$ cat src/shared/dsrw_map.svh
`ifndef DSRW_MAP_SVH
`define DSRW_MAP_SVH
// Allowed I/O cell counts for one strobe group.
`define DSRW_GROUP_CELLS_LARGE 14
`define DSRW_GROUP_CELLS_SMALL 12
// Number of strobe groups on the memory-capable edge.
`define DSRW_GROUP_COUNT 2
// Widest memory data path that all groups together may carry.
`define DSRW_MAX_BUS_W 16
// Default data width of one group.
`define DSRW_DQ_W 8
// Width of the delay calibration code from the DLL.
`define DSRW_CAL_W 6
// Depth of the read data FIFO in words.
`define DSRW_FIFO_DEPTH 32
`endif

$ cat src/shared/dsrw_pkg.sv
package dsrw_pkg;
  // Read sequence states of the strobe control element.
  typedef enum logic [1:0] {
    DSRW_RD_IDLE,
    DSRW_RD_PRE,
    DSRW_RD_ARM,
    DSRW_RD_BURST
  } dsrw_rd_state_t;
endpackage
$ cat src/rtl/dsrw_strobe_ctrl.sv
// Behaviour
// - The memory edge has two strobe groups, each of either 14 or 12 I/O cells.
// - All groups together carry a memory data path of at most 16 bits.
// - One cell per group holds this element, which drives read strobe, write strobe, polarity and valid to the group.
// - Both shifted strobe clocks are derived from the incoming data strobe.
// - The first rising strobe edge after the preamble is detected and sets the polarity select.
// - The polarity select picks the system clock edge on which captured read data is synchronised.
// - The polarity is evaluated afresh at the start of every read.
// - The strobe delay is set by a 6-bit calibration code from the DLL.
// - Tri-state controls from the core are registered before they reach the buffers.
// - In single data rate mode the tri-state data input passes one flip-flop that drives the output enable.
// - In memory DDR mode the tri-state input passes an extra register clocked by the write strobe.
`timescale 1ns/1ps
`include "dsrw_map.svh"

// Flip-flop FIFO; back-pressure shows as in_ready low while full.
module dsrw_fifo
#(
  parameter int WIDTH = `DSRW_DQ_W,
  parameter int DEPTH = `DSRW_FIFO_DEPTH
)
(
  input wire logic clk,
  input wire logic rstn,
  input wire logic in_valid,
  output logic in_ready,
  input wire logic [WIDTH-1:0] in_data,
  output logic out_valid,
  input wire logic out_ready,
  output logic [WIDTH-1:0] out_data
);
  localparam int AW = $clog2(DEPTH);
  logic [WIDTH-1:0] mem [DEPTH];
  logic [AW:0] wr_ptr;
  logic [AW:0] rd_ptr;
  logic [AW:0] next_wr_ptr;
  logic [AW:0] next_rd_ptr;
  logic push;
  logic pop;

  // Refused at elaboration: the wrap bit of the pointers only works for a power-of-two depth.
  if (DEPTH < 2 || (1 << AW) != DEPTH)
  begin : g_depth_check
    $error("FIFO depth must be a power of two of at least two.");
  end

  // Full when the pointers differ only in the wrap bit.
  always_comb
  begin
    in_ready = !((wr_ptr[AW] != rd_ptr[AW]) && (wr_ptr[AW-1:0] == rd_ptr[AW-1:0]));
    out_valid = (wr_ptr != rd_ptr);
    out_data = mem[rd_ptr[AW-1:0]];
    push = in_valid && in_ready;
    pop = out_valid && out_ready;
    next_wr_ptr = push ? wr_ptr + 1'b1 : wr_ptr;
    next_rd_ptr = pop ? rd_ptr + 1'b1 : rd_ptr;
  end

  // Storage has no reset; only the pointers define emptiness.
  always_ff @(posedge clk)
  begin
    if (push)
      mem[wr_ptr[AW-1:0]] <= in_data;
  end

  always_ff @(posedge clk)
  begin
    if (!rstn)
    begin
      wr_ptr <= '0;
      rd_ptr <= '0;
    end
    else
    begin
      wr_ptr <= next_wr_ptr;
      rd_ptr <= next_rd_ptr;
    end
  end
endmodule

// Strobe control element of one DDR memory group.
module dsrw_strobe_ctrl
  import dsrw_pkg::*;
#(
  parameter int GROUP_CELLS = `DSRW_GROUP_CELLS_LARGE,
  parameter int DQ_W = `DSRW_DQ_W,
  parameter int FIFO_DEPTH = `DSRW_FIFO_DEPTH
)
(
  input wire logic clk,
  input wire logic rstn,
  input wire logic dqs_in,
  output logic dqs_out,
  output logic dqs_oe,
  input wire logic [DQ_W-1:0] dq_in,
  output logic dq_oe,
  input wire logic read_en,
  input wire logic ddr_mode,
  input wire logic [`DSRW_CAL_W-1:0] dll_cal_code,
  input wire logic tristate_data_in,
  input wire logic tristate_ctrl_in,
  output logic read_strobe_shifted_clk,
  output logic write_strobe_shifted_clk,
  output logic capture_clock_polarity_sel,
  output logic read_data_valid,
  output logic [DQ_W-1:0] read_data,
  input wire logic read_data_ready,
  output logic read_overrun
);
  localparam int TAPS = 1 << `DSRW_CAL_W;

  // Group size and total width are fixed by the edge layout.
  if (GROUP_CELLS != `DSRW_GROUP_CELLS_LARGE && GROUP_CELLS != `DSRW_GROUP_CELLS_SMALL)
  begin : g_cells_check
    $error("A strobe group holds 14 or 12 cells.");
  end
  if (DQ_W < 1 || DQ_W * `DSRW_GROUP_COUNT > `DSRW_MAX_BUS_W || DQ_W > GROUP_CELLS - 2)
  begin : g_width_check
    $error("Data width exceeds what the groups can carry.");
  end

  // Pin inputs pass two flip-flops; only the second stage is read.
  logic dqs_m;
  logic dqs_s;
  logic dqs_prev;
  logic [DQ_W-1:0] dq_m;
  logic [DQ_W-1:0] dq_s;
  always_ff @(posedge clk)
  begin
    if (!rstn)
    begin
      // The released strobe idles high, so the chain starts there and no false edge follows reset.
      dqs_m <= 1'b1;
      dqs_s <= 1'b1;
      dqs_prev <= 1'b1;
      dq_m <= '0;
      dq_s <= '0;
    end
    else
    begin
      dqs_m <= dqs_in;
      dqs_s <= dqs_m;
      dqs_prev <= dqs_s;
      dq_m <= dq_in;
      dq_s <= dq_m;
    end
  end

  logic dqs_rise;
  assign dqs_rise = dqs_s && !dqs_prev;

  // Delay line on the strobe; the DLL code picks the tap, so the delay tracks PVT.
  logic [TAPS-1:0] taps;
  logic next_rs;
  logic next_ws;
  logic ws_prev;
  logic rs_prev;
  always_comb
  begin
    next_rs = taps[dll_cal_code];
    next_ws = taps[dll_cal_code >> 1];
  end

  always_ff @(posedge clk)
  begin
    if (!rstn)
    begin
      // Start at the idle strobe level; a low start would fake a write strobe rise and drive the pins.
      taps <= '1;
      read_strobe_shifted_clk <= 1'b1;
      write_strobe_shifted_clk <= 1'b1;
      rs_prev <= 1'b1;
      ws_prev <= 1'b1;
    end
    else
    begin
      taps <= {taps[TAPS-2:0], dqs_s};
      read_strobe_shifted_clk <= next_rs;
      write_strobe_shifted_clk <= next_ws;
      rs_prev <= read_strobe_shifted_clk;
      ws_prev <= write_strobe_shifted_clk;
    end
  end

  logic rs_edge;
  logic ws_rise;
  assign rs_edge = read_strobe_shifted_clk ^ rs_prev;
  assign ws_rise = write_strobe_shifted_clk && !ws_prev;

  // Read sequence: wait for the driven-low preamble, then latch polarity on the first rise.
  dsrw_rd_state_t state;
  dsrw_rd_state_t next_state;
  logic phase;
  logic next_pol;
  always_comb
  begin
    next_state = state;
    next_pol = capture_clock_polarity_sel;
    case (state)
      DSRW_RD_IDLE:
        if (read_en)
          next_state = DSRW_RD_PRE;
      DSRW_RD_PRE:
        if (!read_en)
          next_state = DSRW_RD_IDLE;
        else if (!dqs_s)
          next_state = DSRW_RD_ARM;
      DSRW_RD_ARM:
        if (!read_en)
          next_state = DSRW_RD_IDLE;
        else if (dqs_rise)
        begin
          next_pol = phase;
          next_state = DSRW_RD_BURST;
        end
      DSRW_RD_BURST:
        if (!read_en)
          next_state = DSRW_RD_IDLE;
      default:
        next_state = DSRW_RD_IDLE;
    endcase
  end

  always_ff @(posedge clk)
  begin
    if (!rstn)
    begin
      state <= DSRW_RD_IDLE;
      phase <= 1'b0;
      capture_clock_polarity_sel <= 1'b0;
    end
    else
    begin
      state <= next_state;
      phase <= !phase;
      capture_clock_polarity_sel <= next_pol;
    end
  end

  // Capture on each delayed strobe edge; hand over only on the selected system clock phase.
  logic [DQ_W-1:0] cap_word;
  logic cap_pend;
  logic [DQ_W-1:0] next_cap_word;
  logic next_cap_pend;
  logic next_overrun;
  logic push;
  logic fifo_ready;
  logic fifo_valid;
  logic [DQ_W-1:0] fifo_data;
  logic pop;
  logic strobe_take;
  always_comb
  begin
    push = cap_pend && (phase == capture_clock_polarity_sel) && fifo_ready;
    strobe_take = (state == DSRW_RD_BURST) && rs_edge;
    next_cap_word = cap_word;
    next_cap_pend = cap_pend && !push;
    next_overrun = read_overrun;
    if (state == DSRW_RD_IDLE && read_en)
      next_overrun = 1'b0;
    // A word that arrives while the last one still waits is lost and flagged.
    if (strobe_take && next_cap_pend)
      next_overrun = 1'b1;
    else if (strobe_take)
    begin
      next_cap_word = dq_s;
      next_cap_pend = 1'b1;
    end
  end

  dsrw_fifo #(.WIDTH(DQ_W), .DEPTH(FIFO_DEPTH)) u_fifo (
    .clk(clk),
    .rstn(rstn),
    .in_valid(push),
    .in_ready(fifo_ready),
    .in_data(cap_word),
    .out_valid(fifo_valid),
    .out_ready(pop),
    .out_data(fifo_data)
  );

  // Output stage keeps valid and data on flip-flops while the core stalls.
  logic next_valid;
  logic [DQ_W-1:0] next_data;
  always_comb
  begin
    pop = fifo_valid && (!read_data_valid || read_data_ready);
    next_valid = read_data_valid && !read_data_ready;
    next_data = read_data;
    if (pop)
    begin
      next_valid = 1'b1;
      next_data = fifo_data;
    end
  end

  always_ff @(posedge clk)
  begin
    if (!rstn)
    begin
      cap_word <= '0;
      cap_pend <= 1'b0;
      read_overrun <= 1'b0;
      read_data_valid <= 1'b0;
      read_data <= '0;
    end
    else
    begin
      cap_word <= next_cap_word;
      cap_pend <= next_cap_pend;
      read_overrun <= next_overrun;
      read_data_valid <= next_valid;
      read_data <= next_data;
    end
  end

  // Tri-state path; controls are high for release, enables high while driving.
  logic ts_ddr;
  logic next_ts_ddr;
  logic next_oe;
  always_comb
  begin
    next_ts_ddr = ws_rise ? tristate_ctrl_in : ts_ddr;
    next_oe = ddr_mode ? !ts_ddr : !tristate_data_in;
  end

  always_ff @(posedge clk)
  begin
    if (!rstn)
    begin
      ts_ddr <= 1'b1;
      dq_oe <= 1'b0;
      dqs_oe <= 1'b0;
      dqs_out <= 1'b0;
    end
    else
    begin
      ts_ddr <= next_ts_ddr;
      dq_oe <= next_oe;
      dqs_oe <= next_oe && ddr_mode;
      dqs_out <= phase;
    end
  end
endmodule

$ cat config.mk
export PLATFORM = sky130hd
export DESIGN_NAME = dsrw_strobe_ctrl
export DESIGN_NICKNAME = d
export VERILOG_FILES = /design/src/shared/dsrw_pkg.sv /design/src/rtl/dsrw_strobe_ctrl.sv
export VERILOG_INCLUDE_DIRS = /design/src /design/src/shared
export SDC_FILE = /design/constraint.sdc
export NUM_CORES = 1
export LEC_CHECK = 0
export ABC_AREA = 1
export BUFFER_PORTS_ARGS = -buffer_cell sky130_fd_sc_hd__buf_2
export CAP_MARGIN = 20
export CORE_MARGIN = 2
export CORE_UTILIZATION = 55
export DETAILED_ROUTE_END_ITERATION = 12
export PLACE_DENSITY = 0.75
export SLEW_MARGIN = 20
export SYNTH_ARGS = -nofsm -noshare
export SYNTH_HDL_FRONTEND = slang
export SYNTH_SLANG_ARGS = --single-unit
export TNS_END_PERCENT = 50
$ cat constraint.sdc
create_clock -name clk -period 1.8 [get_ports clk]
set_input_delay 0.36 -clock clk [delete_from_list [all_inputs] [get_ports clk]]
set_output_delay 0.36 -clock clk [all_outputs]
set_load 0.01 [all_outputs]
==> metrics.cfg, run 1 <==
[setup_path]
worst-endpoint-required_ns=2.03
critical_path.reg2reg.endpoint=u_fifo.mem[2][4]
rr_startpoint=u_fifo.rd_ptr[0]
worst_setup_path_start_kind=register
worst-path-max-fanout=8
timing.critical_path.arrival_ns=2.00
ff2ff_setup_slack_ns=0.03
path_class=reg -> reg
worstRegToRegCells=11
critPathCaptureType=register

[sta]
slew_worst_pin_ns=0.476
clock_tree_skew_after_final_layout_ns=0.0182
slew_viol_final=0
timing.final.hold_violations=0
max_slew_margin_pct=68.3
final.period_utilization_pct=98.1
rsz0062_at_grt=true
worst_hold_slack_ns=0.0242
finalWorstPathRequiredPeriod_ns=1.77
max_clk_rate_mhz=566
setup-violations-final=0

[job]
max_cap_violations=0

[yosys]
yosys-top-cells-area=sky130_fd_sc_hd__edfxtp_1, sky130_fd_sc_hd__dfxtp_1, sky130_fd_sc_hd__nand2_1, sky130_fd_sc_hd__nand3_1, sky130_fd_sc_hd__inv_1
synth_area_per_cell_sq_um=9.58
synth.yosys.warnings=0
postSynth.asyncResetShare_pct=0
postSynthRegisterBits=381
yosys.area.top_type=sky130_fd_sc_hd__edfxtp_1
post_synth_num_cell_types=29
synthesis.nets=1659
ys_seq_area_share_pct=65.2
netlist_area_before_placement_sq_mm=0.0156
synth_top_cell_area_share_pct=49.2
synth_ff_type=sky130_fd_sc_hd__edfxtp_1
number_of_enable_flip_flop_cells_after_synthesis=256
postSynthCellCount=1632

[power_and_ir_drop]
ir_drop_mv=0.986
internal_power_w=0.0155
p_leak_nw=7.51
pwr-share-clk_pct=35.8
power.switching_w=0.00638
combinationalPowerShare_pct=20.8
share_seq_of_total_power_pct=43.4
fin_total_pwr_w=0.0219
power_density_mw_per_mm2=1200
p_sw_share_pct=29.2

[die]
die_y_microns=173
std_cell_rows=61
floorplan.initialDensity_pct=56.1
design.die.area_sq_mm=0.0298
core_region_area_sq_mm=0.0279
ios=38
die_width_microns=173

[final_layout]
post-route-cell-area_sq_mm=0.0183
n_antenna_cell=0
design.final.nets=1754
layout-area-overhead-vs-synth_pct=16.9
register_cell_area_after_layout_sq_mm=0.0102
post-route-util_pct=65.6
layout-drive-gt1-share_pct=15.4
multi_input_comb_area_sq_mm=0.00458
filler_cell_count=2160

[place]
estimated_wirelength_of_the_detail_placed_design_microns=21900
routabilityCongestion=0.880
dpl-instance-area_sq_mm=0.0169
io_buffer_count=37

[clock_network]
cts.sink_count=381
clk_latency_ns=0.53
worst_setup_hold_path_clk_slew_ns=0.06
clk_path_buf_depth=3
tritoncts_clock_tree=yes
clock_root_buffer=sky130_fd_sc_hd__clkbuf_16
numCtsBuffers=40
htreeDepth=2

[hold_path]
min_from=dq_in[0]
min-delay-path-class=in -> reg
worst_hold_path_depth=3
endpoint_worst_hold=dq_m[0]

[detailed_routing]
post_route_ant_nets=0
detail_route.first_pass.iterations=6
drt_iter0_markers=1372
drc=0
vias_per_inst=5.40
via_count=11515
avgRoutedWirePerCell_microns=17.1
routed_wirelength_microns=36400

[global_routing]
globalRouteTotalUtil_pct=24.0
first_global_vias=10966
grt_start_max_net_pins=116
grt_remaining_overflow=0
grt_first_pass_wirelength_microns=57200
antenna_found_initial=0

[status]
status=finished, final reports clean

==> power by group through the flow <==
stage                     registers (W)  clock network, W  logic, W
after global routing            0.00949           0.00825   0.00508
final                           0.00949           0.00783   0.00456
after detailed placement        0.00966                 0   0.00425
after CTS                       0.00948           0.00793   0.00428
after global placement          0.00965                 0   0.00419
after floorplan                 0.00965                 0   0.00302
==> Yosys cell counts, drive strengths merged, types with 3 or more instances <==
| cell | number |
|---|---|
| a21oi | 66 |
| buf | 57 |
| clkbuf | 29 |
| dfxtp | 125 |
| edfxtp | 256 |
| ha | 5 |
| inv | 137 |
| nand2 | 510 |
| nand3 | 212 |
| nand4 | 4 |
| nor2 | 114 |
| nor3 | 9 |
| o211ai | 5 |
| o21ai | 52 |
| o31ai | 3 |
| or2 | 39 |
| xor2 | 3 |
==> flip-flops by register name, indices dropped and copies added (netlist names), 2 cells and up <==
| name | flops |
|---|---|
| dq_s | 8 |
| dq_m | 8 |
| u_fifo.rd_ptr | 6 |
| u_fifo.mem | 256 |
| state | 2 |
| cap_word | 8 |
| u_fifo.wr_ptr | 6 |
| read_data | 8 |
| taps | 64 |
==> critical path, stage by stage (launching register included) <==
cell                      delay, ns
sky130_fd_sc_hd__dfxtp_4       0.38
sky130_fd_sc_hd__inv_4         0.08
sky130_fd_sc_hd__nand2_1       0.05
sky130_fd_sc_hd__nand2_1       0.08
sky130_fd_sc_hd__nor2_2        0.05
sky130_fd_sc_hd__nand4_1       0.08
sky130_fd_sc_hd__nand2_2       0.09
sky130_fd_sc_hd__inv_4         0.11
sky130_fd_sc_hd__nand2_1       0.08
sky130_fd_sc_hd__buf_4         0.18
sky130_fd_sc_hd__nor2_1        0.13
sky130_fd_sc_hd__buf_6         0.17
==> cell families after synthesis <==
logic type | share of synthesized area [%]
simple gates | 24.0
compound gates | 4.16
flops | 65.2
xor+xnor | 0.280
fa+ha+maj | 0.400
buf+inv | 5.98
==> metal layers <==
metal | global-route usage (%) | up-vias | wire (microns)
met5 | 0 | - | 0
met4 | 7.80 | 0 | 801
met3 | 4.33 | 65 | 3010
met2 | 38.2 | 463 | 17000
met1 | 33.6 | 5432 | 15600
li1 | - | 5555 | -
==> layout by cell type (no fill, tap or decap), types with 3 or more instances in the layout <==
cell,synthesis,final
sky130_fd_sc_hd__inv_2,5,4
sky130_fd_sc_hd__nor2_2,1,17
sky130_fd_sc_hd__buf_2,39,37
sky130_fd_sc_hd__o211ai_1,5,5
sky130_fd_sc_hd__a21oi_1,66,66
sky130_fd_sc_hd__dfxtp_1,125,121
sky130_fd_sc_hd__xor2_1,3,3
sky130_fd_sc_hd__or2_2,39,39
sky130_fd_sc_hd__buf_6,1,11
sky130_fd_sc_hd__ha_1,5,5
sky130_fd_sc_hd__o21ai_0,52,52
sky130_fd_sc_hd__nand2_2,2,6
sky130_fd_sc_hd__edfxtp_1,256,256
sky130_fd_sc_hd__dfxtp_2,0,3
sky130_fd_sc_hd__clkinv_1,1,7
sky130_fd_sc_hd__buf_4,10,71
sky130_fd_sc_hd__nor2_1,113,97
sky130_fd_sc_hd__clkbuf_8,0,5
sky130_fd_sc_hd__clkbuf_16,0,44
sky130_fd_sc_hd__o31ai_1,3,3
sky130_fd_sc_hd__nand2_1,507,502
sky130_fd_sc_hd__clkbuf_1,29,8
sky130_fd_sc_hd__nor3_1,9,9
sky130_fd_sc_hd__inv_1,132,131
sky130_fd_sc_hd__clkinv_2,0,7
sky130_fd_sc_hd__nand4_1,4,4
sky130_fd_sc_hd__buf_12,0,15
sky130_fd_sc_hd__nand3_1,211,210
==> worst max-delay path by stage <==
stage                           from           endpoint  slack (ns)  cells after the start
finish              u_fifo.rd_ptr[0]   u_fifo.mem[2][4]        0.03                     11
CTS                 u_fifo.rd_ptr[0]       read_data[6]       -0.04                      9
floorplan           u_fifo.wr_ptr[2]  u_fifo.mem[19][0]       -0.22                      9
detailed placement  u_fifo.rd_ptr[4]  u_fifo.mem[20][7]       -0.20                      8
global route        u_fifo.rd_ptr[0]   u_fifo.mem[2][4]       -0.03                     11
global placement    u_fifo.rd_ptr[0]  u_fifo.mem[20][7]       -0.14                     10
==> layout make-up <==
cell class	count	share of cell area, %
clock buffers	56	6.33
clock inverters	15	0.527
inverters	138	2.86
multi-input cells	1027	25.0
flip-flops and latches	381	55.8
well taps	378	2.59
repair buffers	139	6.88
==> through the flow <==
stage               std cells  setup WS [ns]  TNS (ns)
global route             2134        -0.0310    -0.358
finish                   2134         0.0334         0
floorplan                1632         -0.219    -31.45
CTS                      2131        -0.0419   -0.0419
detailed placement       2059         -0.198     -9.27
global placement         2059         -0.145     -6.80
==> timing repair <==
| action | 4_1_cts | 5_1_grt |
|---|---|---|
| cloned | 0 | 2 |
| setup buffers | 0 | 1 |
| gates resized for setup | 3 | 29 |
| endpoints found under the setup margin | 65 | 177 |
| hold endpoints to repair | 1 | 0 |
| pin swaps | 0 | 2 |
| hold buffers | 1 | 0 |
No activity file was read; power rests on OpenSTA's default activity.
==> run 2: changes to the inputs <==
--- a/config.mk
+++ b/config.mk
@@ -9,10 +9,12 @@
 export ABC_AREA = 1
 export BUFFER_PORTS_ARGS = -buffer_cell sky130_fd_sc_hd__buf_2
 export CAP_MARGIN = 20
+export CELL_PAD_IN_SITES_DETAIL_PLACEMENT = 1
+export CELL_PAD_IN_SITES_GLOBAL_PLACEMENT = 1
 export CORE_MARGIN = 2
-export CORE_UTILIZATION = 55
+export CORE_UTILIZATION = 44
 export DETAILED_ROUTE_END_ITERATION = 12
-export PLACE_DENSITY = 0.75
+export PLACE_DENSITY = 0.76
 export SLEW_MARGIN = 20
 export SYNTH_ARGS = -nofsm -noshare
 export SYNTH_HDL_FRONTEND = slang
==> run 2 against run 1 <==
Effect of this change: the flow now finishes with violations (negative setup slack); global-route usage fell by 0.33 points; sequential share of layout area fell by 0.83 points; die area grew 24%; register-to-register slack got worse by 0.06 ns; non-clock buffer count grew 5; critical endpoint is now read_data[3]; largest power group unchanged.
==> metrics.cfg, run 2 (synthesis results as in run 1) <==
[detailed_routing]
via_count=11817
routed_wirelength_microns=43500
detail_route.first_pass.iterations=5
post_route_ant_nets=0
avgRoutedWirePerCell_microns=19.6
vias_per_inst=5.31
drt_iter0_markers=776
drc=0

[place]
dpl_worst_slack_ns=-0.0989
estimated_wirelength_of_the_detail_placed_design_microns=26700
io_buffer_count=37
dpl-instance-area_sq_mm=0.0170
routabilityCongestion=0.794

[power_and_ir_drop]
fin_total_pwr_w=0.0226
power.switching_w=0.00695
p_sw_share_pct=30.7
share_seq_of_total_power_pct=41.9
internal_power_w=0.0157
combinationalPowerShare_pct=22.6
ir_drop_mv=0.736
power_density_mw_per_mm2=1220
pwr-share-clk_pct=35.6
p_leak_nw=7.55

[job]
max_cap_violations=0

[final_layout]
design.final.nets=1760
n_antenna_cell=0
post-route-cell-area_sq_mm=0.0186
layout-area-overhead-vs-synth_pct=18.8
register_cell_area_after_layout_sq_mm=0.0102
layout_common_cells=sky130_fd_sc_hd__nand2_1, sky130_fd_sc_hd__edfxtp_1, sky130_fd_sc_hd__nand3_1, sky130_fd_sc_hd__inv_1, sky130_fd_sc_hd__dfxtp_1
commonest_non_fill_non_tap_cell_in_the_layout=sky130_fd_sc_hd__nand2_1
largest_register_ffs=256
layout-drive-gt1-share_pct=16.2
filler_cell_count=3930
multi_input_comb_area_sq_mm=0.00460

[sta]
clock_tree_skew_after_final_layout_ns=0.0198
finalWorstPathRequiredPeriod_ns=1.82
setup-violations-final=1
max_slew_margin_pct=66.6
rsz0062_at_grt=true
setup_slack_after_layout_ns=-0.0245
max_clk_rate_mhz=548
worst_hold_slack_ns=0.0168
slew_worst_pin_ns=0.500
final.period_utilization_pct=101
timing.final.hold_violations=0
slew_viol_final=0
setup_tns_ns=-0.0245

[hold_path]
min-delay-path-class=in -> reg

[setup_path]
worst-path-max-fanout=30
worst_setup_path_start_kind=register
timing.critical_path.arrival_ns=2.24
critPathCaptureType=register
path_class=reg -> reg
worst-endpoint-required_ns=2.22

[global_routing]
globalRouteTotalUtil_pct=23.6
grt_start_max_net_pins=56
antenna_found_initial=0
first_global_vias=12337
grt_first_pass_wirelength_microns=67100
grt_remaining_overflow=0

[die]
ios=38
design.die.area_sq_mm=0.0371
core_region_area_sq_mm=0.0353
die_y_microns=193
floorplan.initialDensity_pct=44.3
std_cell_rows=69
die_width_microns=193

[clock_network]
clock_root_buffer=sky130_fd_sc_hd__clkbuf_16
worst_setup_hold_path_clk_slew_ns=0.06
cts.sink_count=381
htreeDepth=2
tritoncts_clock_tree=yes
numCtsBuffers=41
clk_path_buf_depth=3
clk_latency_ns=0.54

[status]
violated_checks=negative setup slack
status=complete, but fails checks

run 2: cell count changes in the layout (fill, tap and decap cells not counted), moves of 3 or more:
cell / delta
sky130_fd_sc_hd__dfxtp_2: +4
sky130_fd_sc_hd__buf_4: -4
sky130_fd_sc_hd__clkbuf_1: +4
sky130_fd_sc_hd__dlygate4sd3_1: +3
sky130_fd_sc_hd__buf_12: +8
sky130_fd_sc_hd__dfxtp_1: -5
sky130_fd_sc_hd__inv_1: -3
run 2: cell type report:
cell class / count / share of cell area, %
sequential: 381 / 55.0
multi-input combinational: 1027 / 24.8
timing repair buffer: 144 / 7.45
clock buffer: 60 / 6.30
tap: 461 / 3.11
inverter: 138 / 2.89
clock inverter: 14 / 0.546
run 2: metrics by stage:
stage | utilization [%] | instances
final | 52.6 | 2225
after global routing | 52.6 | 2225
after CTS | 52.1 | 2221
after detailed placement | 48.2 | 2142
after global placement | 48.2 | 2142
after floorplan | - | 1632
run 2: timing repair:
action	in CTS	in global routing
hold buffers	4	0
buffers inserted	1	4
endpoints found under the setup margin	249	271
cloned	0	2
pin swaps	0	2
endpoints found under the hold margin	4	0
resized for setup	11	35
run 2: worst max-delay path, stage by stage (launching register included):
cell	delay (ns)
sky130_fd_sc_hd__dfxtp_4	0.40
sky130_fd_sc_hd__inv_8	0.05
sky130_fd_sc_hd__buf_6	0.16
sky130_fd_sc_hd__buf_12	0.18
sky130_fd_sc_hd__o21ai_0	0.29
sky130_fd_sc_hd__nand3_1	0.19
sky130_fd_sc_hd__nand3_1	0.14
sky130_fd_sc_hd__nand2_1	0.07
sky130_fd_sc_hd__nand3_1	0.13
sky130_fd_sc_hd__a21oi_2	0.07
run 2: worst paths after layout:
| check | from | to | slack [ns] | depth (start not counted) |
|---|---|---|---|---|
| min reg2reg | dq_m[4] | dq_s[4] | 0.41 | 2 |
| min | dq_in[7] | dq_m[7] | 0.02 | 3 |
| max | u_fifo.rd_ptr[0] | read_data[3] | -0.02 | 9 |
| max reg2reg | u_fifo.rd_ptr[0] | read_data[3] | -0.02 | 9 |
run 2: per-layer routing:
metal	track usage (%)	vias to the layer above	share of wire (%)
met2	41.9	340	50
li1	-	5565	-
met4	7.57	0	2.6
met1	30.0	5835	42
met5	0	-	0
met3	3.04	77	5.5
run 2: power groups by stage:
stage	logic (W)	clock network [W]	registers, W
after global routing	0.00564	0.00850	0.00949
after floorplan	0.00302	0	0.00965
after detailed placement	0.00471	0	0.00967
after global placement	0.00454	0	0.00966
after CTS	0.00490	0.00815	0.00949
final	0.00511	0.00805	0.00948
